===== src/logic/ifr_pkg.sv =====
// Purpose: Constants, register map and carrier types of the input function router.
// Assumes: APB slave with 32-bit data, one aligned word per register, clk at 200 MHz.
// Notes: Each logical function owns one 16-bit route word: high byte polarity, low byte port number.
//
// Functional notes
// - A route word of 0000 keeps its function off whatever the ports do.
// - A route word of 0100 keeps its function on whatever the ports do.
// - Words 0001 to 0008 make the function follow the chosen port, on while its isolator conducts.
// - Words 0101 to 0108 make the function follow the chosen port inverted, on while its isolator is dark.
// - Servo enable is hard wired to port 1 with active-on polarity and no setting can move it.
// - Any number of functions may pick the same port and each follows it on its own.
// - Active-off polarity with no port chosen leaves the function on for good, so a halt stays latched on.
// - After reset the mode pick function follows port 8 with active-on polarity.
// - With torque cap and mode pick both on port 8 active-on, conduction there turns both on together.
// - The gear pick output selects the second gear ratio while on and the first while off.
// - A conducting isolator counts as asserted for active-on polarity and as deasserted for active-off.
package ifr_pkg;

    // Sizes
    localparam int NUM_FUNC = 17;
    localparam int NUM_PORT = 8;
    localparam int ROUTE_W = 16;
    localparam int APB_ADDR_W = 8;

    // Register byte offsets; route word n sits at ROUTE_BASE + 4*n
    localparam logic [7:0] OFS_ROUTE_BASE = 8'h00;
    localparam logic [7:0] OFS_PORT_STATE = 8'h44;
    localparam logic [7:0] OFS_FUNC_STATE = 8'h48;
    localparam logic [5:0] IDX_ROUTE_LAST = 6'h10;
    localparam logic [5:0] IDX_PORT_STATE = 6'h11;
    localparam logic [5:0] IDX_FUNC_STATE = 6'h12;

    // Route word encodings
    localparam logic [15:0] CODE_FORCE_OFF = 16'h0000;
    localparam logic [15:0] CODE_FORCE_ON = 16'h0100;
    localparam logic [7:0] POL_ACTIVE_ON = 8'h00;
    localparam logic [7:0] POL_ACTIVE_OFF = 8'h01;
    localparam logic [7:0] PORT_FIRST = 8'h01;
    localparam logic [7:0] PORT_LAST = 8'h08;

    // Function indices
    localparam int FN_EMERGENCY_HALT = 0;
    localparam int FN_TORQUE_CAP = 13;
    localparam int FN_GEAR_PICK = 14;
    localparam int FN_MODE_PICK = 15;

    // Route values after reset, index 16 first
    localparam logic [NUM_FUNC-1:0][ROUTE_W-1:0] ROUTE_RST = {
        16'h0000, // position_cmd_block_route
        16'h0008, // mode_pick_route
        16'h0000, // gear_pick_route
        16'h0000, // torque_cap_route
        16'h0000, // speed_cap_pick_b_route
        16'h0000, // speed_cap_pick_a_route
        16'h0000, // speed_cmd_pick_b_route
        16'h0000, // speed_cmd_pick_a_route
        16'h0007, // rev_pick_route
        16'h0006, // fwd_pick_route
        16'h0007, // rev_allow_route
        16'h0006, // fwd_allow_route
        16'h0105, // rev_block_route
        16'h0104, // fwd_block_route
        16'h0003, // deviation_clear_route
        16'h0002, // alarm_clear_route
        16'h0000  // emergency_halt_route
    };

    // Routed function outputs; servo_enable on top, the rest in function index order
    typedef struct packed {
        logic servo_enable;
        logic position_cmd_block;
        logic mode_pick;
        logic gear_second_ratio;
        logic torque_cap;
        logic speed_cap_pick_b;
        logic speed_cap_pick_a;
        logic speed_cmd_pick_b;
        logic speed_cmd_pick_a;
        logic reverse_pick;
        logic forward_pick;
        logic reverse_allow;
        logic forward_allow;
        logic reverse_block;
        logic forward_block;
        logic deviation_clear;
        logic alarm_clear;
        logic emergency_halt;
    } ifr_func_t;

    // APB request and response
    typedef struct packed {
        logic [APB_ADDR_W-1:0] paddr;
        logic psel;
        logic penable;
        logic pwrite;
        logic [31:0] pwdata;
        logic [3:0] pstrb;
    } ifr_apb_req_t;

    typedef struct packed {
        logic [31:0] prdata;
        logic pready;
        logic pslverr;
    } ifr_apb_rsp_t;

    // Whole state of the router
    typedef struct packed {
        logic [NUM_PORT-1:0] sync_a;
        logic [NUM_PORT-1:0] sync_b;
        logic [NUM_FUNC-1:0][ROUTE_W-1:0] route;
        logic [NUM_FUNC-1:0] func;
        logic servo;
        logic [31:0] prdata;
    } ifr_state_t;

endpackage : ifr_pkg


===== src/logic/ifr_router.sv =====
// Purpose: Routes eight isolated input ports onto seventeen logical functions plus servo enable.
// Assumes: port_in is high while a port's isolator conducts; APB master follows the usual two-phase protocol.
// Notes: Zero wait states; read data is captured in the setup cycle so it leaves a flip-flop.
//
// The register addresses and the APB interface to the registers were chosen for this implementation.
`timescale 1ns/1ps

module ifr_router (
    // Clock and reset
    input wire clk,
    input wire arst_n,
    // Isolated input ports, bit 0 is port_1
    input wire [ifr_pkg::NUM_PORT-1:0] port_in,
    // Register bus
    input ifr_pkg::ifr_apb_req_t apb_req,
    output ifr_pkg::ifr_apb_rsp_t apb_rsp,
    // Routed functions
    output ifr_pkg::ifr_func_t func_out
);

    localparam ifr_pkg::ifr_state_t ST_RST = '{
        sync_a: '0,
        sync_b: '0,
        route: ifr_pkg::ROUTE_RST,
        func: '0,
        servo: 1'b0,
        prdata: '0
    };

    ifr_pkg::ifr_state_t st_reg;
    ifr_pkg::ifr_state_t st_next;
    logic [ifr_pkg::NUM_FUNC-1:0] func_eval;
    logic [5:0] word_idx;
    logic is_route;
    logic is_mapped;
    logic setup_phase;
    logic access_phase;

    // Decode one route word against the synchronised port levels
    function automatic logic route_decode(input logic [15:0] word, input logic [7:0] ports);
        logic [7:0] pol;
        logic [7:0] sel;
        logic level;
        pol = word[15:8];
        sel = word[7:0];
        level = 1'b0;
        route_decode = 1'b0;
        if (word == ifr_pkg::CODE_FORCE_OFF) begin
            route_decode = 1'b0;
        end else if (word == ifr_pkg::CODE_FORCE_ON) begin
            route_decode = 1'b1;
        end else if (sel >= ifr_pkg::PORT_FIRST && sel <= ifr_pkg::PORT_LAST) begin
            level = ports[3'(sel - ifr_pkg::PORT_FIRST)];
            if (pol == ifr_pkg::POL_ACTIVE_ON) begin
                route_decode = level;
            end else if (pol == ifr_pkg::POL_ACTIVE_OFF) begin
                route_decode = ~level;
            end else begin
                route_decode = 1'b0;
            end
        end else begin
            route_decode = 1'b0;
        end
    endfunction : route_decode

    // One decoder per function; each reads the shared port vector on its own,
    // so any number of functions may follow the same port
    genvar g;
    generate
        for (g = 0; g < ifr_pkg::NUM_FUNC; g++) begin : g_func
            assign func_eval[g] = route_decode(st_reg.route[g], st_reg.sync_b);
        end
    endgenerate

    // Address decode, word aligned; low address bits are ignored
    assign word_idx = apb_req.paddr[7:2];
    assign is_route = (word_idx <= ifr_pkg::IDX_ROUTE_LAST);
    assign is_mapped = is_route || (word_idx == ifr_pkg::IDX_PORT_STATE) || (word_idx == ifr_pkg::IDX_FUNC_STATE);
    assign setup_phase = apb_req.psel && !apb_req.penable;
    assign access_phase = apb_req.psel && apb_req.penable;

    // Next state: synchronisers, routing, register writes and read capture
    always_comb begin
        st_next = st_reg;
        st_next.sync_a = port_in;
        st_next.sync_b = st_reg.sync_a;
        st_next.func = func_eval;
        st_next.servo = st_reg.sync_b[0];
        // Capture read data in setup so the access cycle shows a registered word
        if (setup_phase) begin
            st_next.prdata = 32'h0000_0000;
            if (is_route) begin
                st_next.prdata = {16'h0000, st_reg.route[word_idx[4:0]]};
            end else if (word_idx == ifr_pkg::IDX_PORT_STATE) begin
                st_next.prdata = {24'h00_0000, st_reg.sync_b};
            end else if (word_idx == ifr_pkg::IDX_FUNC_STATE) begin
                st_next.prdata = {14'h0000, st_reg.servo, st_reg.func};
            end
        end
        // Byte-lane writes to route words; status words are read only
        if (access_phase && apb_req.pwrite && is_route) begin
            if (apb_req.pstrb[0]) begin
                st_next.route[word_idx[4:0]][7:0] = apb_req.pwdata[7:0];
            end
            if (apb_req.pstrb[1]) begin
                st_next.route[word_idx[4:0]][15:8] = apb_req.pwdata[15:8];
            end
        end
    end

    // Single state register; reset loads mode pick onto port 8 among the defaults
    always_ff @(posedge clk or negedge arst_n) begin
        if (!arst_n) begin
            st_reg <= ST_RST;
        end else begin
            st_reg <= st_next;
        end
    end

    // Bus answer: always ready, error on unmapped words
    assign apb_rsp.prdata = st_reg.prdata;
    assign apb_rsp.pready = 1'b1;
    assign apb_rsp.pslverr = access_phase && !is_mapped;

    // Function outputs, all from flip-flops; gear pick high means second ratio
    assign func_out = {st_reg.servo, st_reg.func};

endmodule : ifr_router


===== config.mk =====
export PLATFORM = sky130hd
export DESIGN_NAME = ifr_router
export DESIGN_NICKNAME = d
export VERILOG_FILES = /design/src/logic/ifr_pkg.sv /design/src/logic/ifr_router.sv
export SDC_FILE = /design/constraint.sdc
export NUM_CORES = 1
export LEC_CHECK = 0
export BUFFER_PORTS_ARGS = -buffer_cell sky130_fd_sc_hd__buf_4
export CAP_MARGIN = 20
export CORE_MARGIN = 3
export CORE_UTILIZATION = 44
export CTS_CLUSTER_DIAMETER = 120
export DETAILED_ROUTE_END_ITERATION = 10
export PLACE_DENSITY = 0.59
export SLEW_MARGIN = 25
export SYNTH_ARGS = -nofsm -noshare
export SYNTH_HDL_FRONTEND = slang
export SYNTH_SLANG_ARGS = --single-unit

===== constraint.sdc =====
create_clock -name clk -period 3.1 [get_ports clk]
set_input_delay 0.31 -clock clk [delete_from_list [all_inputs] [get_ports clk]]
set_output_delay 0.31 -clock clk [all_outputs]
set_load 0.02 [all_outputs]

==> run summary <==
• finished clean — run status
• 9 — hold-fix buffer count after cts
• 0.57 ns — clock latency at the later pin of the worst-skew pair
• 0.808 — period utilisation layout
• done — CTS tree
• 12.3 µm² — mean area per synthesized cell
• 10.5 mW — total power
• 1.00 — asr flop ratio synth
• 3765 — fill cell instance count of the final layout
• 0.888 — Final Wtd Congestion
• 53.1 mm — WL final
• 1687 — fin nets
• register — category of the worst setup path launch point
• 279 — max reg flops
• 73 — number of input and output port buffers inserted
• no — setup repair after global routing missed its margin
• 0 — number of antenna violations at the first check in global routing
• 0 ns — setup tns final
• 18900 µm² — Cell Area, Synth
• 0 — antenna-violating nets left
• 324 — total clock sinks
• 0 — max-cap violation count
• 0.358 — fraction of final layout cells with drive strength greater than 1
• reg -> reg — start-to-end type of the worst setup path
• 5 — first-pass iteration count of the detailed router
• 24.7 µm — drt wl/cell
• 0.237 — GRT Util Overall
• 45500 µm² — floorplan die area
• 0 — GR Overflow Total
• in -> reg — Hold WC Path Type
• 7.73 mW — internal power component
• 2.50 ns — Period minus WS final
• 497 nW/µm² — total power density per cell area
• 5 — Crit Path Max Fanout
• 0.122 — combinational group share of total power
• 0.06 ns — Clk pin slew, worst setup/hold paths
• 0.441 — share of power burned in the clock network
• 2 — number of levels in the clock H-tree
• 0.486 — worst slew margin relative to its limit
• 0.500 — final core utilization
• 0 — max-slew violation total from the final report
• 11.8% — area growth from synthesis to layout
• 13.3k — via count of the first global-routing pass
• 0 — DRC
• 0 — number of setup buffers added after CTS
• 75 — number of rows created at floorplan
• 39 — number of clock buffers inserted by TritonCTS
• 0.306 mV — worst ir drop on vdd
• 324 — Synth Register Bits
• 109 — IO Pins
• 2147 — number of standard cells in the final layout excluding fillers
• 21100 µm² — final design area excluding fillers
• 213 µm — die height
• 0.264 — Sw Ratio
• 0 — count of cells resized by post-cts repair
• 9.73 nW — Static Leak
• 0 — warnings from Yosys
• sky130_fd_sc_hd__clkbuf_16 — clk root buf
• 937 — DRC marker count from the first detailed-route iteration
• 0.772 ns — Worst Tran Pin Value
• 3.60 ns — Critical Path RT
• register — Setup crit end kind
• 42200 µm² — core region area
• 0.437 — part of the total power dissipated in sequential elements
• 0.430 — sequential area share after synthesis
• 0 — count of flip-flops with a built-in enable after synthesis
• 399 MHz — Achievable Freq
• 3 — maximum number of buffers from clock root to sink
• 2.78 mW — net load switching power
• 80 — largest net degree at the start of global routing
• 0 — Setup violations, final
• 3.00 ns — worst endpoint data arrival time
• 6.01 — post-DR vias/cell
• 81.4 mm — global-route wire length before repair
• apb_req[5] — worst hold path startpoint
• 2068 — count of placed standard cells including taps
• 72 — distinct cell type count after synthesis
• 12.9k — total via count after detailed routing
• 0.0319 ns — worst setup skew after layout
• sky130_fd_sc_hd__dfrtp_1 — Main synth FF type
• st_reg[290] — beginning of the worst register-to-register path
• 8130 µm² — Sequential Area
• 0.447 — starting utilization of the core area
• 213 µm — die width
• 19800 µm² — Placed Area
• 0 — count of final hold-check violations
• 9860 µm² — area of combinational cells with multiple inputs
• st_reg[290] — launch point of the critical path
• 38.4 mm — DP HPWL
• 0 — Antenna diodes
• 1538 — number of standard cells after synthesis
[worst max-delay path, stage by stage, from the launching register on]
cell and delay (ns):
sky130_fd_sc_hd__dfrtp_1 0.46, sky130_fd_sc_hd__inv_1 0.11, sky130_fd_sc_hd__ha_1 0.33, sky130_fd_sc_hd__mux4_2 0.32, sky130_fd_sc_hd__o32a_1 0.32, sky130_fd_sc_hd__maj3_2 0.30
sky130_fd_sc_hd__mux2i_1 0.36, sky130_fd_sc_hd__and4_1 0.26
[cell type report]
class                           instances  share of cell area
Timing Repair Buffer                  118              0.0475
Clock buffer                           58              0.0538
Sequential cell                       324               0.385
Tap cell                              539              0.0319
Clock inverter                         12             0.00705
Inverter                               46             0.00817
Multi-Input combinational cell       1050               0.467
[final timing paths]
kind / to / slack, ns / cells past startpoint
max reg2reg: func_out[15] / 0.60 / 7
min reg2reg: st_reg[327] / 0.35 / 0
max: func_out[15] / 0.60 / 7
min: st_reg[83] / 0.13 / 3
max in group asynchronous: st_reg[114] / 1.87 / 3
min in group asynchronous: st_reg[127] / 0.34 / 2
[routing by layer]
layer,vias up,global-route usage,wire length [µm]
met4,0,0.0706,1470
met1,6708,0.332,24100
li1,5763,-,-
met5,-,0,0
met2,350,0.383,24900
met3,83,0.0379,2540
[synthesized netlist by cell type (9+ instances only)]
library cell | number | share of area
sky130_fd_sc_hd__nor2b_1 | 20 | 0.0066
sky130_fd_sc_hd__xor2_1 | 11 | 0.0051
sky130_fd_sc_hd__nor4_1 | 40 | 0.013
sky130_fd_sc_hd__o21ai_0 | 61 | 0.016
sky130_fd_sc_hd__a21oi_1 | 38 | 0.010
sky130_fd_sc_hd__nor2_4 | 9 | 0.0054
sky130_fd_sc_hd__mux2_4 | 16 | 0.013
sky130_fd_sc_hd__nor3b_1 | 17 | 0.0068
sky130_fd_sc_hd__mux2i_1 | 50 | 0.026
sky130_fd_sc_hd__nor2_1 | 34 | 0.0068
sky130_fd_sc_hd__and4_1 | 14 | 0.0065
sky130_fd_sc_hd__nand2b_1 | 24 | 0.0079
sky130_fd_sc_hd__nor3_1 | 38 | 0.010
sky130_fd_sc_hd__dfrtp_1 | 305 | 0.40
sky130_fd_sc_hd__mux2_1 | 11 | 0.0066
sky130_fd_sc_hd__buf_4 | 58 | 0.023
sky130_fd_sc_hd__a221oi_1 | 9 | 0.0042
sky130_fd_sc_hd__inv_1 | 46 | 0.0091
sky130_fd_sc_hd__mux2_2 | 244 | 0.15
sky130_fd_sc_hd__o22ai_1 | 21 | 0.0070
sky130_fd_sc_hd__xnor2_1 | 13 | 0.0060
sky130_fd_sc_hd__buf_2 | 22 | 0.0058
sky130_fd_sc_hd__nand2_1 | 81 | 0.016
sky130_fd_sc_hd__clkbuf_1 | 42 | 0.0083
sky130_fd_sc_hd__o21ai_1 | 12 | 0.0032
sky130_fd_sc_hd__ha_1 | 51 | 0.034
sky130_fd_sc_hd__dfstp_2 | 19 | 0.026
sky130_fd_sc_hd__mux4_2 | 80 | 0.095
sky130_fd_sc_hd__nand3_1 | 33 | 0.0087
[metrics by stage]
stage | hold slack [ns] | setup WS (ns)
4_1_cts | 0.0923 | 0.547
6_report | 0.128 | 0.596
3_3_place_gp | 0.335 | 0.510
3_5_place_dp | 0.340 | 0.518
5_1_grt | 0.103 | 0.457
2_1_floorplan | 0.0144 | 0.935
[cells in the final DEF (no fill, tap or decap), types with 7 or more instances in the layout]
cell and instances:
sky130_fd_sc_hd__nor2_2 8, sky130_fd_sc_hd__a2bb2oi_1 8, sky130_fd_sc_hd__ha_1 51, sky130_fd_sc_hd__a221oi_1 9, sky130_fd_sc_hd__nand3_1 33, sky130_fd_sc_hd__mux2i_1 50, sky130_fd_sc_hd__nor3_1 38, sky130_fd_sc_hd__o21ai_0 61
sky130_fd_sc_hd__mux4_2 80, sky130_fd_sc_hd__and4_1 14, sky130_fd_sc_hd__dfrtp_1 305, sky130_fd_sc_hd__nor2_4 9, sky130_fd_sc_hd__o21ai_1 12, sky130_fd_sc_hd__mux2_2 244, sky130_fd_sc_hd__mux2_4 16, sky130_fd_sc_hd__buf_4 101
sky130_fd_sc_hd__nor2b_1 20, sky130_fd_sc_hd__dlygate4sd3_1 9, sky130_fd_sc_hd__mux2_1 11, sky130_fd_sc_hd__o22ai_1 21, sky130_fd_sc_hd__xnor2_1 13, sky130_fd_sc_hd__nor4bb_1 8, sky130_fd_sc_hd__clkbuf_1 10, sky130_fd_sc_hd__nand2b_1 23
sky130_fd_sc_hd__buf_12 7, sky130_fd_sc_hd__a21oi_1 38, sky130_fd_sc_hd__a221oi_2 7, sky130_fd_sc_hd__inv_1 46, sky130_fd_sc_hd__nand2_1 81, sky130_fd_sc_hd__xor2_1 11, sky130_fd_sc_hd__nor4_1 40, sky130_fd_sc_hd__clkbuf_8 9
sky130_fd_sc_hd__nor3b_1 17, sky130_fd_sc_hd__nor2_1 34, sky130_fd_sc_hd__clkbuf_16 39, sky130_fd_sc_hd__conb_1 15, sky130_fd_sc_hd__dfstp_2 19
[power by group through the flow]
stage | combinational [mW] | sequential, mW | clock [mW]
floorplan | 0.880 | 4.56 | 0
global placement | 1.24 | 4.66 | 0
detailed placement | 1.27 | 4.67 | 0
CTS | 1.28 | 4.59 | 4.75
global route | 1.39 | 4.61 | 4.92
finish | 1.28 | 4.59 | 4.64
[logic make-up (layout without fill, tap and decap cells)]
logic type      Yosys count  after routing  synth area share
mux                     405            405             0.292
simple gates            362            362             0.113
flops                   324            324             0.430
compound gates          188            188            0.0659
buf+inv                 177            234            0.0505
fa+ha+maj                56             56            0.0365
xor+xnor                 24             24            0.0111
other cells               2             15          0.000397
Power figures use the tool's default switching activity.
